$ cat config.mk
export PLATFORM = sky130hd
export DESIGN_NAME = fdc_cmd
export DESIGN_NICKNAME = d
export VERILOG_FILES = /design/src/inc/fdc_pkg.sv /design/src/verilog/byte_fifo.sv /design/src/verilog/step_engine.sv /design/src/verilog/fdc_cmd.sv
export SDC_FILE = /design/constraint.sdc
export NUM_CORES = 1
export LEC_CHECK = 0
export BUFFER_PORTS_ARGS = -buffer_cell sky130_fd_sc_hd__buf_2
export CELL_PAD_IN_SITES_DETAIL_PLACEMENT = 0
export CELL_PAD_IN_SITES_GLOBAL_PLACEMENT = 2
export CORE_UTILIZATION = 39
export CTS_BUF_LIST = sky130_fd_sc_hd__clkbuf_16
export DETAILED_ROUTE_END_ITERATION = 12
export GPL_TIMING_DRIVEN = 0
export PLACE_DENSITY_LB_ADDON = 0.08
export SYNTH_ARGS = -nofsm -noshare
export SYNTH_HDL_FRONTEND = slang
export SYNTH_SLANG_ARGS = --single-unit
export TNS_END_PERCENT = 20
$ cat constraint.sdc
create_clock -name clk_i -period 9.6 [get_ports clk_i]
set_input_delay 1.44 -clock clk_i [delete_from_list [all_inputs] [get_ports clk_i]]
set_output_delay 1.44 -clock clk_i [all_outputs]
set_load 0.01 [all_outputs]
$ cat src/inc/fdc_pkg.sv
// shared constants and types for the floppy command sequencer
package fdc_pkg;

  // ------------------------------------------------------------
  // clock and timing
  // ------------------------------------------------------------
  localparam int CLK_MHZ = 250;
  localparam int STEP_UNIT_NS = 1000000; // time per step rate code
  localparam int STEP_PULSE_NS = 1000;   // step pulse width, least
  localparam int STEP_CODES = 16;        // rate code 0 is slowest
  localparam int STEP_PULSE_CYC = (STEP_PULSE_NS * CLK_MHZ + 999) / 1000;
  localparam int STEP_UNIT_DEF = (STEP_UNIT_NS * CLK_MHZ + 999) / 1000;
  localparam logic [7:0] RECAL_STEPS = 8'h50; // give-up limit

  // ------------------------------------------------------------
  // bus map, byte addresses
  // ------------------------------------------------------------
  localparam logic [3:0] ADR_DATA = 4'h0;
  localparam logic [3:0] ADR_STAT = 4'h4;

  // ------------------------------------------------------------
  // opcodes, parameter and result counts
  // ------------------------------------------------------------
  localparam logic [4:0] OP_WRITE = 5'h05;
  localparam logic [4:0] OP_WRDEL = 5'h09;
  localparam logic [5:0] OP_FORMAT = 6'h0D;
  localparam logic [7:0] OP_RECAL = 8'h07;
  localparam logic [7:0] OP_SENSE = 8'h08;
  localparam logic [7:0] OP_SPEC = 8'h03;
  localparam logic [7:0] OP_SEEK = 8'h0F;
  localparam logic [3:0] NP_RW = 4'h8;
  localparam logic [3:0] NP_FMT = 4'h5;
  localparam logic [3:0] NP_RECAL = 4'h1;
  localparam logic [3:0] NP_SEEK = 4'h2;
  localparam logic [3:0] NP_SPEC = 4'h2;
  localparam logic [2:0] NR_RW = 3'h7;
  localparam logic [2:0] NR_SENSE = 3'h2;
  localparam logic [2:0] NR_ONE = 3'h1;
  localparam logic [7:0] ST0_INVALID = 8'h80;
  localparam logic [7:0] ST0_SEEK_END = 8'h20;

  // parameter byte slots (0 is the drive/head byte)
  localparam int P_DRV = 0;
  localparam int P_CYL = 1;
  localparam int P_HEAD = 2;
  localparam int P_REC = 3;
  localparam int P_SIZE = 4;
  localparam int P_EOT = 5;
  localparam int P_FSC = 2;
  localparam logic [21:0] SEC_BASE = 22'h000080; // size code 0 bytes
  localparam int ID_SHIFT = 2; // four id bytes per formatted sector

  // ------------------------------------------------------------
  // byte layouts
  // ------------------------------------------------------------
  typedef struct packed {
    logic multi_side_continue;
    logic double_density_select;
    logic [5:0] code;
  } op_t;
  typedef struct packed {
    logic [4:0] zero;
    logic head_side_select;
    logic drive_select_high;
    logic drive_select_low;
  } dh_t;
  typedef struct packed {
    logic [3:0] step_interval;
    logic [3:0] head_unload_time;
  } spec1_t;
  typedef struct packed {
    logic [6:0] head_load_time;
    logic no_dma_flag;
  } spec2_t;

  // ------------------------------------------------------------
  // modes and carriers
  // ------------------------------------------------------------
  typedef enum logic [4:0] {
    PH_IDLE = 5'b00001,
    PH_CMD  = 5'b00010,
    PH_EXEC = 5'b00100,
    PH_SEEK = 5'b01000,
    PH_RES  = 5'b10000
  } phase_t;
  typedef enum logic [2:0] {
    CM_INVALID, CM_WRITE, CM_WRDEL, CM_FORMAT,
    CM_RECAL, CM_SENSE, CM_SPEC, CM_SEEK
  } cmd_t;
  typedef struct packed {
    logic go;
    logic recal;
    logic [1:0] drive;
    logic [7:0] start;
    logic [7:0] target;
    logic [3:0] interval;
  } seek_req_t;
  typedef struct packed {
    logic busy;
    logic done;
    logic [7:0] cyl;
  } seek_rsp_t;
  typedef struct packed {
    logic [15:0] rsvd;
    logic [7:0] fifo_level;
    logic seek_busy;
    logic irq;
    logic res_ready;
    phase_t phase;
  } status_t;

endpackage : fdc_pkg

$ cat src/verilog/byte_fifo.sv
// parameterised valid/ready fifo for the write data path
`timescale 1ns/1ps
module byte_fifo #(
  parameter int WIDTH = 8,
  parameter int DEPTH = 8
) (
  // clock and reset
  input wire logic clk_i,
  input wire logic rst_i,
  // fill side
  input wire logic in_valid_i,
  output logic in_ready_o,
  input wire logic [WIDTH-1:0] in_data_i,
  // drain side
  output logic out_valid_o,
  input wire logic out_ready_i,
  output logic [WIDTH-1:0] out_data_o,
  output logic [$clog2(DEPTH+1)-1:0] level_o
);
  localparam int AW = (DEPTH > 1) ? $clog2(DEPTH) : 1;
  localparam int LW = $clog2(DEPTH+1);

  typedef struct packed {
    logic [DEPTH-1:0][WIDTH-1:0] mem; // storage words
    logic [AW-1:0] wr;                // write pointer
    logic [AW-1:0] rd;                // read pointer
    logic [LW-1:0] cnt;               // words held
  } fifo_t;
  fifo_t q;
  fifo_t n;
  logic push;
  logic pop;

  // pointer wrap works for any depth, not only powers of two
  function automatic logic [AW-1:0] nxt(input logic [AW-1:0] p);
    nxt = (p == AW'(DEPTH - 1)) ? '0 : p + 1'b1;
  endfunction : nxt

  assign in_ready_o = q.cnt != LW'(DEPTH);
  assign out_valid_o = q.cnt != '0;
  assign out_data_o = q.mem[q.rd];
  assign level_o = q.cnt;
  assign push = in_valid_i && in_ready_o;
  assign pop = out_ready_i && out_valid_o;

  // ------------------------------------------------------------
  // next state
  // ------------------------------------------------------------
  always_comb begin
    n = q;
    if (push) begin
      n.mem[q.wr] = in_data_i;
      n.wr = nxt(q.wr);
    end
    if (pop) begin
      n.rd = nxt(q.rd);
    end
    n.cnt = q.cnt + LW'(push) - LW'(pop);
  end

  // storage is cleared too so reads never show stale x
  always_ff @(posedge clk_i) begin
    if (rst_i) begin
      q <= '0;
    end else begin
      q <= n;
    end
  end

endmodule : byte_fifo

$ cat src/verilog/step_engine.sv
// head stepper that walks a drive to a cylinder or to track 0
`timescale 1ns/1ps
module step_engine import fdc_pkg::*; #(
  parameter int STEP_UNIT_CYC = STEP_UNIT_DEF,
  parameter logic [7:0] RECAL_MAX = RECAL_STEPS
) (
  // clock and reset
  input wire logic clk_i,
  input wire logic rst_i,
  // request and answer
  input wire seek_req_t req_i,
  output seek_rsp_t rsp_o,
  // drive pins
  input wire logic track0_i,
  output logic step_o,
  output logic dir_o
);
  typedef enum logic [3:0] {
    SP_IDLE   = 4'b0001,
    SP_DECIDE = 4'b0010,
    SP_PULSE  = 4'b0100,
    SP_WAIT   = 4'b1000
  } sp_t;
  typedef struct packed {
    logic [2:0] sync;    // track 0 synchroniser chain
    logic trk;           // filtered track 0 level
    sp_t ph;             // walk phase
    logic [7:0] cyl;     // head position
    logic [7:0] tgt;     // wanted cylinder
    logic recal;         // walking to track 0
    logic [7:0] steps;   // pulses given
    logic [31:0] cnt;    // phase timer
    logic [3:0] interval;
    logic step;
    logic dir;
    logic done;
  } eng_t;
  eng_t q;
  eng_t n;
  logic arrived;

  // recalibrate gives up after a fixed count so a dead drive ends
  assign arrived = q.recal ? (q.trk || q.steps == RECAL_MAX)
                           : (q.cyl == q.tgt);
  assign step_o = q.step;
  assign dir_o = q.dir;
  assign rsp_o = '{busy: q.ph != SP_IDLE, done: q.done, cyl: q.cyl};

  // ------------------------------------------------------------
  // walk sequencer
  // ------------------------------------------------------------
  always_comb begin
    n = q;
    n.done = 1'b0;
    n.sync = {q.sync[1:0], track0_i};
    // level taken once second and third stage agree
    if (q.sync[2] == q.sync[1]) begin
      n.trk = q.sync[2];
    end
    unique case (q.ph)
      SP_IDLE: begin
        if (req_i.go) begin
          n.cyl = req_i.start;
          n.tgt = req_i.target;
          n.recal = req_i.recal;
          n.interval = req_i.interval;
          n.steps = '0;
          n.ph = SP_DECIDE;
        end
      end
      SP_DECIDE: begin
        if (arrived) begin
          n.done = 1'b1;
          if (q.recal) begin
            n.cyl = '0;
          end
          n.ph = SP_IDLE;
        end else begin
          n.dir = q.recal ? 1'b0 : (q.tgt > q.cyl);
          n.step = 1'b1;
          n.cnt = 32'(STEP_PULSE_CYC - 1);
          n.ph = SP_PULSE;
        end
      end
      SP_PULSE: begin
        if (q.cnt == '0) begin
          n.step = 1'b0;
          n.cyl = q.dir ? q.cyl + 1'b1 : q.cyl - 1'b1;
          n.steps = q.steps + 1'b1;
          n.cnt = 32'((STEP_CODES - int'(q.interval)) * STEP_UNIT_CYC - 1);
          n.ph = SP_WAIT;
        end else begin
          n.cnt = q.cnt - 1'b1;
        end
      end
      SP_WAIT: begin
        if (q.cnt == '0) begin
          n.ph = SP_DECIDE;
        end else begin
          n.cnt = q.cnt - 1'b1;
        end
      end
      default: n.ph = SP_IDLE;
    endcase
  end

  always_ff @(posedge clk_i) begin
    if (rst_i) begin
      q <= '0;
      q.ph <= SP_IDLE;
    end else begin
      q <= n;
    end
  end

endmodule : step_engine

$ cat src/verilog/fdc_cmd.sv
// floppy command decoder and sequencer behind a wishbone port
`timescale 1ns/1ps
module fdc_cmd import fdc_pkg::*; #(
  parameter int STEP_UNIT_CYC = STEP_UNIT_DEF,
  parameter int FIFO_DEPTH = 8
) (
  // clock and reset
  input wire logic clk_i,
  input wire logic rst_i,
  // wishbone slave
  input wire logic cyc_i,
  input wire logic stb_i,
  input wire logic we_i,
  input wire logic [3:0] adr_i,
  input wire logic [3:0] sel_i,
  input wire logic [31:0] dat_i,
  output logic [31:0] dat_o,
  output logic ack_o,
  // drive control
  output logic step_o,
  output logic dir_o,
  input wire logic track0_i,
  output logic [1:0] drive_sel_o,
  output logic head_sel_o,
  output logic int_o,
  // write data stream to the drive
  output logic [7:0] disk_data_o,
  output logic disk_valid_o,
  input wire logic disk_ready_i,
  output logic disk_deleted_o,
  output logic disk_format_o
);
  localparam int LW = $clog2(FIFO_DEPTH+1);

  // ------------------------------------------------------------
  // state
  // ------------------------------------------------------------
  typedef struct packed {
    phase_t phase;          // command phase
    cmd_t cmd;              // command in progress
    logic [7:0][7:0] prm;   // parameter bytes
    logic [3:0] pidx;       // next parameter slot
    logic [3:0] plen;       // parameters expected
    logic [6:0][7:0] res;   // result bytes, slot 0 read first
    logic [2:0] ridx;       // next result byte
    logic [2:0] rlen;       // result bytes to give
    logic [21:0] feed;      // bytes software still owes
    logic [21:0] left;      // bytes the drive still takes
    logic ack;
    logic [31:0] dat;
    logic irq;              // seek or recalibrate ended
    logic [1:0] irq_drv;    // drive that ended
    logic [3:0][7:0] pcyl;  // present cylinder per drive
    spec1_t spec1;
    spec2_t spec2;
    seek_req_t sreq;
    logic [7:0] odat;       // byte offered to the drive
    logic ovld;
    logic [1:0] dsel;
    logic head;
    logic wdel;
    logic fmt;
  } state_t;
  state_t q;
  state_t n;

  logic wb_req;
  logic wr_data;
  logic rd_data;
  logic feeding;
  logic stall;
  logic push;
  logic pop;
  logic take;
  logic fifo_rdy;
  logic fifo_vld;
  logic [7:0] fifo_dat;
  logic [LW-1:0] fifo_lvl;
  seek_rsp_t srsp;

  // ------------------------------------------------------------
  // decoding
  // ------------------------------------------------------------
  function automatic cmd_t decode(input logic [7:0] b);
    op_t o;
    o = op_t'(b);
    decode = CM_INVALID;
    if (!o.code[5] && o.code[4:0] == OP_WRITE) begin
      decode = CM_WRITE;
    end else if (!o.code[5] && o.code[4:0] == OP_WRDEL) begin
      decode = CM_WRDEL;
    end else if (!o.multi_side_continue && o.code == OP_FORMAT) begin
      decode = CM_FORMAT;
    end else if (b == OP_RECAL) begin
      decode = CM_RECAL;
    end else if (b == OP_SENSE) begin
      decode = CM_SENSE;
    end else if (b == OP_SPEC) begin
      decode = CM_SPEC;
    end else if (b == OP_SEEK) begin
      decode = CM_SEEK;
    end
  endfunction : decode

  function automatic logic [3:0] plen_of(input cmd_t c);
    unique case (c)
      CM_WRITE, CM_WRDEL: plen_of = NP_RW;
      CM_FORMAT: plen_of = NP_FMT;
      CM_RECAL: plen_of = NP_RECAL;
      CM_SEEK: plen_of = NP_SEEK;
      CM_SPEC: plen_of = NP_SPEC;
      default: plen_of = 4'h0;
    endcase
  endfunction : plen_of

  // ------------------------------------------------------------
  // bus strobes and data path handshakes
  // ------------------------------------------------------------
  assign wb_req = cyc_i && stb_i && !q.ack;
  assign wr_data = wb_req && we_i && sel_i[0] && adr_i == ADR_DATA;
  assign rd_data = wb_req && !we_i && adr_i == ADR_DATA;
  assign feeding = q.phase == PH_EXEC && q.feed != '0;
  // a full fifo holds off the bus ack, so software is throttled
  assign stall = wr_data && feeding && !fifo_rdy;
  assign push = wr_data && feeding && fifo_rdy;
  assign take = q.ovld && disk_ready_i;
  assign pop = fifo_vld && (!q.ovld || disk_ready_i);

  byte_fifo #(.WIDTH(8), .DEPTH(FIFO_DEPTH)) u_fifo (
    .clk_i(clk_i),
    .rst_i(rst_i),
    .in_valid_i(push),
    .in_ready_o(fifo_rdy),
    .in_data_i(dat_i[7:0]),
    .out_valid_o(fifo_vld),
    .out_ready_i(pop),
    .out_data_o(fifo_dat),
    .level_o(fifo_lvl)
  );

  step_engine #(.STEP_UNIT_CYC(STEP_UNIT_CYC)) u_step (
    .clk_i(clk_i),
    .rst_i(rst_i),
    .req_i(q.sreq),
    .rsp_o(srsp),
    .track0_i(track0_i),
    .step_o(step_o),
    .dir_o(dir_o)
  );

  // ------------------------------------------------------------
  // sequencer
  // ------------------------------------------------------------
  always_comb begin
    logic launch;
    dh_t dh;
    logic [8:0] secs;
    logic [21:0] bytes;
    launch = 1'b0;
    dh = '0;
    secs = '0;
    bytes = '0;
    n = q;
    n.ack = 1'b0;
    n.sreq.go = 1'b0;
    // output register toward the drive
    if (take) begin
      n.ovld = 1'b0;
      n.left = q.left - 1'b1;
    end
    if (pop) begin
      n.odat = fifo_dat;
      n.ovld = 1'b1;
    end
    if (push) begin
      n.feed = q.feed - 1'b1;
    end
    // bus access, answered one cycle after the strobe unless a full fifo stalls it
    if (wb_req && !stall) begin
      n.ack = 1'b1;
      n.dat = '0;
      if (!we_i && adr_i == ADR_STAT) begin
        n.dat = status_t'{rsvd: '0, fifo_level: 8'(fifo_lvl),
                          seek_busy: srsp.busy, irq: q.irq,
                          res_ready: q.phase == PH_RES,
                          phase: q.phase};
      end
      if (wr_data) begin
        unique case (q.phase)
          PH_IDLE: begin
            n.cmd = decode(dat_i[7:0]);
            n.plen = plen_of(n.cmd);
            n.pidx = '0;
            n.phase = PH_CMD;
            launch = n.plen == 4'h0;
          end
          PH_CMD: begin
            n.prm[q.pidx] = dat_i[7:0];
            n.pidx = q.pidx + 1'b1;
            launch = q.pidx == q.plen - 4'h1;
          end
          default: ; // exec bytes go to the fifo, others are dropped
        endcase
      end
      if (rd_data && q.phase == PH_RES) begin
        n.dat = {24'h000000, q.res[q.ridx]};
        n.ridx = q.ridx + 1'b1;
        if (q.ridx == q.rlen - 3'h1) begin
          n.phase = PH_IDLE;
        end
      end
    end
    // last command byte taken: enter the exec, seek, result or idle phase per command
    if (launch) begin
      dh = dh_t'(n.prm[P_DRV]);
      n.ridx = '0;
      unique case (n.cmd)
        CM_WRITE, CM_WRDEL: begin
          // a last sector below the first still writes one sector
          secs = (n.prm[P_EOT] >= n.prm[P_REC])
               ? 9'(n.prm[P_EOT] - n.prm[P_REC]) + 9'h001 : 9'h001;
          bytes = 22'(secs * (SEC_BASE << n.prm[P_SIZE][2:0]));
          n.feed = bytes;
          n.left = bytes;
          n.wdel = n.cmd == CM_WRDEL;
          n.fmt = 1'b0;
          n.dsel = {dh.drive_select_high, dh.drive_select_low};
          n.head = dh.head_side_select;
          n.phase = PH_EXEC;
        end
        CM_FORMAT: begin
          bytes = 22'(n.prm[P_FSC]) << ID_SHIFT;
          n.feed = bytes;
          n.left = bytes;
          n.wdel = 1'b0;
          n.fmt = 1'b1;
          n.dsel = {dh.drive_select_high, dh.drive_select_low};
          n.head = dh.head_side_select;
          n.phase = PH_EXEC;
        end
        CM_RECAL, CM_SEEK: begin
          n.sreq.go = 1'b1;
          n.sreq.recal = n.cmd == CM_RECAL;
          n.sreq.drive = {dh.drive_select_high, dh.drive_select_low};
          n.sreq.start = q.pcyl[n.sreq.drive];
          n.sreq.target = n.prm[P_CYL];
          n.sreq.interval = q.spec1.step_interval;
          n.dsel = n.sreq.drive;
          n.head = dh.head_side_select;
          n.phase = PH_SEEK;
        end
        CM_SPEC: begin
          n.spec1 = spec1_t'(n.prm[0]);
          n.spec2 = spec2_t'(n.prm[1]);
          n.phase = PH_IDLE;
        end
        CM_SENSE: begin
          n.phase = PH_RES;
          if (q.irq) begin
            n.res[0] = ST0_SEEK_END | {6'h00, q.irq_drv};
            n.res[1] = q.pcyl[q.irq_drv];
            n.rlen = NR_SENSE;
            n.irq = 1'b0;
          end else begin
            n.res[0] = ST0_INVALID;
            n.rlen = NR_ONE;
          end
        end
        default: begin
          n.res[0] = ST0_INVALID;
          n.rlen = NR_ONE;
          n.phase = PH_RES;
        end
      endcase
    end
    // drive has taken every byte: build the result
    if (q.phase == PH_EXEC && q.left == '0) begin
      n.phase = PH_RES;
      n.ridx = '0;
      n.rlen = NR_RW;
      n.res = '0;
      n.res[0] = {5'h00, q.head, q.dsel};
      if (!q.fmt) begin
        n.res[3] = q.prm[P_CYL];
        n.res[4] = q.prm[P_HEAD];
        n.res[5] = q.prm[P_EOT];
        n.res[6] = q.prm[P_SIZE];
      end
    end
    // seek end comes last so it wins over any clear
    if (srsp.done) begin
      n.pcyl[q.sreq.drive] = srsp.cyl;
      n.irq = 1'b1;
      n.irq_drv = q.sreq.drive;
      n.phase = PH_IDLE;
    end
  end

  always_ff @(posedge clk_i) begin
    if (rst_i) begin
      q <= '0;
      q.phase <= PH_IDLE;
    end else begin
      q <= n;
    end
  end

  // ------------------------------------------------------------
  // outputs
  // ------------------------------------------------------------
  assign dat_o = q.dat;
  assign ack_o = q.ack;
  assign int_o = q.irq;
  assign drive_sel_o = q.dsel;
  assign head_sel_o = q.head;
  assign disk_data_o = q.odat;
  assign disk_valid_o = q.ovld;
  assign disk_deleted_o = q.wdel;
  assign disk_format_o = q.fmt;

  // ------------------------------------------------------------
  // assertions
  // ------------------------------------------------------------
  logic [7:0] pcyl_irq;
  logic idle_op;
  logic last_prm;
  assign pcyl_irq = q.pcyl[q.irq_drv];
  assign idle_op = wr_data && q.phase == PH_IDLE;
  assign last_prm = wr_data && q.phase == PH_CMD
                 && q.pidx == q.plen - 4'h1;
endmodule : fdc_cmd

==> results list <==
- Total iterations of the first detailed-routing run: 6
- Number of antenna diodes: 0
- The path class of the tightest hold or removal check is reg2reg.
- The first global-routing pass estimated roughly 110000 um of wire.
- For this run, the leading register cell type out of synthesis is dfxtp_1.
- Rel. slew slack: 25.7%
- Summed over all layers, the global routing overflow is 0.
* Flip-flop and latch area: 7890 sq um
- Final worst-path cycle share: between 90 and 100%
- Clock tree root driver cell: clkbuf_16
- For this design the top-level I/O count stands at 97.
* Status: complete, no violations
* Max-capacitance violation count: 0
- The count of final hold-check violations came to 0.
- Worst-Skew Late Latency: 0.60 ns
- Layout overhead on the synthesized area: 12.3%
- Global routing used 24.5% of the available tracks.
* Arrival @ worst endpoint: 9.52 ns
- The floorplan step defined a die boundary enclosing 59500 sq um.
- Starting DRT DRC Count: 964
* Slew @ Worst Pin: 1.11 ns
* Die Y-Extent: around 240 um
* Number of standard-cell rows in the floorplan: 88
- After technology mapping, the gate count stands at 2671.
* CTS Sinks: 394
* Reported leakage power: 0.0102 uW
- Via count of the first global-routing pass: about 19000
* Post-layout minimum cycle time: a little over 9 ns
- Power density over the cells: 154 nW/um^2
- Via count: 19200
- The synthesized netlist devotes 4.65% of its cell area to XOR and XNOR gates.
* Starting utilization of the core area: 39.5%
* Number of buffers on the longest clock path: 3
- In this run the cell area of the synthesized design comes to 22800 sq um.
- Counting flops with an async set or reset pin after synthesis yields a share of 0%.
- Across the VDD grid, the largest voltage drop is 0.128 mV.
- In this design, the stage delay of the slowest critical-path cell is 0.56 ns.
* Place WS: -0.469 ns
- Counting both buffers and inverters, the worst setup path holds a total of 7.
* Number of fill cells in the layout: 5825
- Initial antenna violation count: 4
* Placed Instances: 3499
* Vias per cell: ~5.4
* Slowest CP cell: fa_1
- Input and output buffers added on the ports amount to 43.
* Wire length per cell: 20.4 um
- Most common cell after layout, fill and taps aside: dfxtp_1
- The worst setup path is captured at a flop.
* Sequential cell area fraction in the yosys report: about a third
- The number of clock buffers added by TritonCTS is 46.
* GPL Wtd Cong: 0.897
- Compound-gate portion of the synthesized area: ~14%
- In the post-route analysis, the smallest setup slack over all paths is between 0.5 and 0.6 ns.
- Counting flops with a built-in enable in the synthesized netlist gives 0.
- The worst setup path is of the in2reg kind.
- The count of final max-slew check failures is 0.
- In the final layout, the multi-input gates occupy approximately 14000 sq um.
- Net count reported at finish: between 2000 and 3000
- Most frequent cells in the layout: 394 x dfxtp_1, 354 x nor2_1, 270 x nand2_1
* Final setup violation count: 0
* Std-Cell Core Area: 57800 sq um
- Non-filler instance count after layout: 3582
- CTS clock-pin slew for the worst setup and hold paths: 0.06 ns
* Yosys reg bits: 394
- The final layout contains routed wiring with a total length of 73200 um.
* CTS HTree Levels: 2
- Between clock sinks in the finished design, the worst skew comes to 0.0244 ns.
- RSZ-0062 raised after global routing: false
* Syn. warnings: 0
- Post-DRT Antenna Nets: 0
* Cell repeated most along the worst path: fa_1
* Clock tree from TritonCTS: yes
- Static timing analysis puts the maximum clock frequency at around 0.11 GHz.
* Req. time, crit path: 10.05 ns
- For this run, design rule violations remaining after detail routing come to 0.
* Number of library cell types mapped by synthesis: 102
* Dominant combinational cell family by area after synthesis: simple AND/OR/NAND/NOR gates
- For flop-to-flop paths, the worst setup slack is around 1.1 ns.
- Maximum fanout count along the critical path: 10
- Mux contribution to synthesized area: 8.99%
- Die boundary width: about 240 um
- The post-route netlist has 10.3% of its cells at a drive strength greater than 1.
- Summing the areas of all and, or, nand and nor instances in the mapped netlist gives 20.3% of the synthesized area.
- Detailed placer's ending HPWL: around 56000 um
- Per-instance average area after synthesis: 8.55 sq um
- Summing the areas of all fa, ha and maj instances in the mapped netlist gives 10.7% of the synthesized area.
- Startpoint Class: input pin
- Grouping stages by cell kind, the critical path spends the most delay in adder cells.
- Maximum number of pins on one net before global-route repair: 14
==> synthesized netlist by cell type (46+ instances only) <==
library cell / number / share of area, %
dfxtp_1: 394 / 35
nand2_1: 270 / 4.4
xnor2_1: 73 / 2.8
nor3_1: 58 / 1.3
ha_1: 110 / 6.0
clkbuf_1: 109 / 1.8
fa_1: 53 / 4.6
o21ai_0: 88 / 1.9
nor2_1: 354 / 5.8
inv_1: 152 / 2.5
a21oi_1: 200 / 4.4
buf_4: 46 / 1.5
mux2i_1: 123 / 5.4
nand3_1: 49 / 1.1
==> cells by family after synthesis <==
group / after synthesis
AO/OA/AOI/OAI: 512
XOR/XNOR: 118
adder cells (fa/ha/maj): 163
buffers and inverters: 342
flip-flops: 394
multiplexers: 171
other: 1
AND/OR/NAND/NOR: 970
==> sequential cells by signal, indices dropped and copies added, names as in the netlist, 2 cells and up <==
| register | cells |
|---|---|
| dat_o | 12 |
| u_step.q | 59 |
| q | 220 |
| disk_data_o | 8 |
| u_step.rsp_o | 9 |
| drive_sel_o | 2 |
| u_step.n | 2 |
| u_fifo.q | 70 |
| u_fifo.level_o | 4 |
==> routing by layer <==
metal,vias to the layer above,routed length [um],GRT usage [%]
li1,9379,-,-
met1,9398,32600,31.4
met2,340,36100,43.0
met3,97,2820,3.26
met4,8,1750,6.69
met5,-,50,0
==> final timing paths <==
path,from,end,cells after the start
worst min register to register,u_step.n[70]$_SDFF_PP0_,u_step.n[71]$_SDFF_PP0_,1
worst max register to register,q[307]$_SDFFE_PP0P_,q[142]$_SDFF_PP0_,32
worst min-delay path,u_step.n[70]$_SDFF_PP0_,u_step.n[71]$_SDFF_PP0_,1
worst max-delay path,adr_i[2],q[142]$_SDFF_PP0_,33
==> cell type report <==
| type | instances | share of cell area, % |
|---|---|---|
| tap | 765 | 3.73 |
| multi-input combinational | 1954 | 53.0 |
| clock inverter | 35 | 1.20 |
| timing repair buffer | 45 | 0.898 |
| inverter | 153 | 2.24 |
| buffer | 189 | 3.61 |
| sequential | 394 | 30.8 |
| clock buffer | 47 | 4.59 |
==> power by group <==
| group | switching (uW) | leakage (uW) | internal (uW) |
|---|---|---|---|
| clock network | 737 | 0.000767 | 1020 |
| logic | 288 | 0.00625 | 186 |
| registers | 41.5 | 0.00318 | 1690 |
==> metrics by stage <==
stage | utilization (%) | hold slack (ns) | power (uW) | setup TNS [ns] | area, sq um
5_1_grt | 44.4 | 0.462 | 4130 | 0 | 25600
2_1_floorplan | - | 0.414 | 2090 | 0 | 22900
3_5_place_dp | 41.7 | 0.436 | 2240 | -1.93 | 24100
6_report | 44.4 | 0.445 | 3960 | 0 | 25600
3_3_place_gp | 41.7 | 0.427 | 2230 | -1.77 | 24100
4_1_cts | 44.3 | 0.451 | 4000 | 0 | 25600
==> repair_timing <==
action | CTS | global route
endpoints found under the setup margin | 0 | 6
hold endpoints to repair | 0 | 0
hold buffers | 0 | 0
resized for setup | 0 | 8
buffers inserted | 0 | 1
No activity file was read; power rests on OpenSTA's default activity.
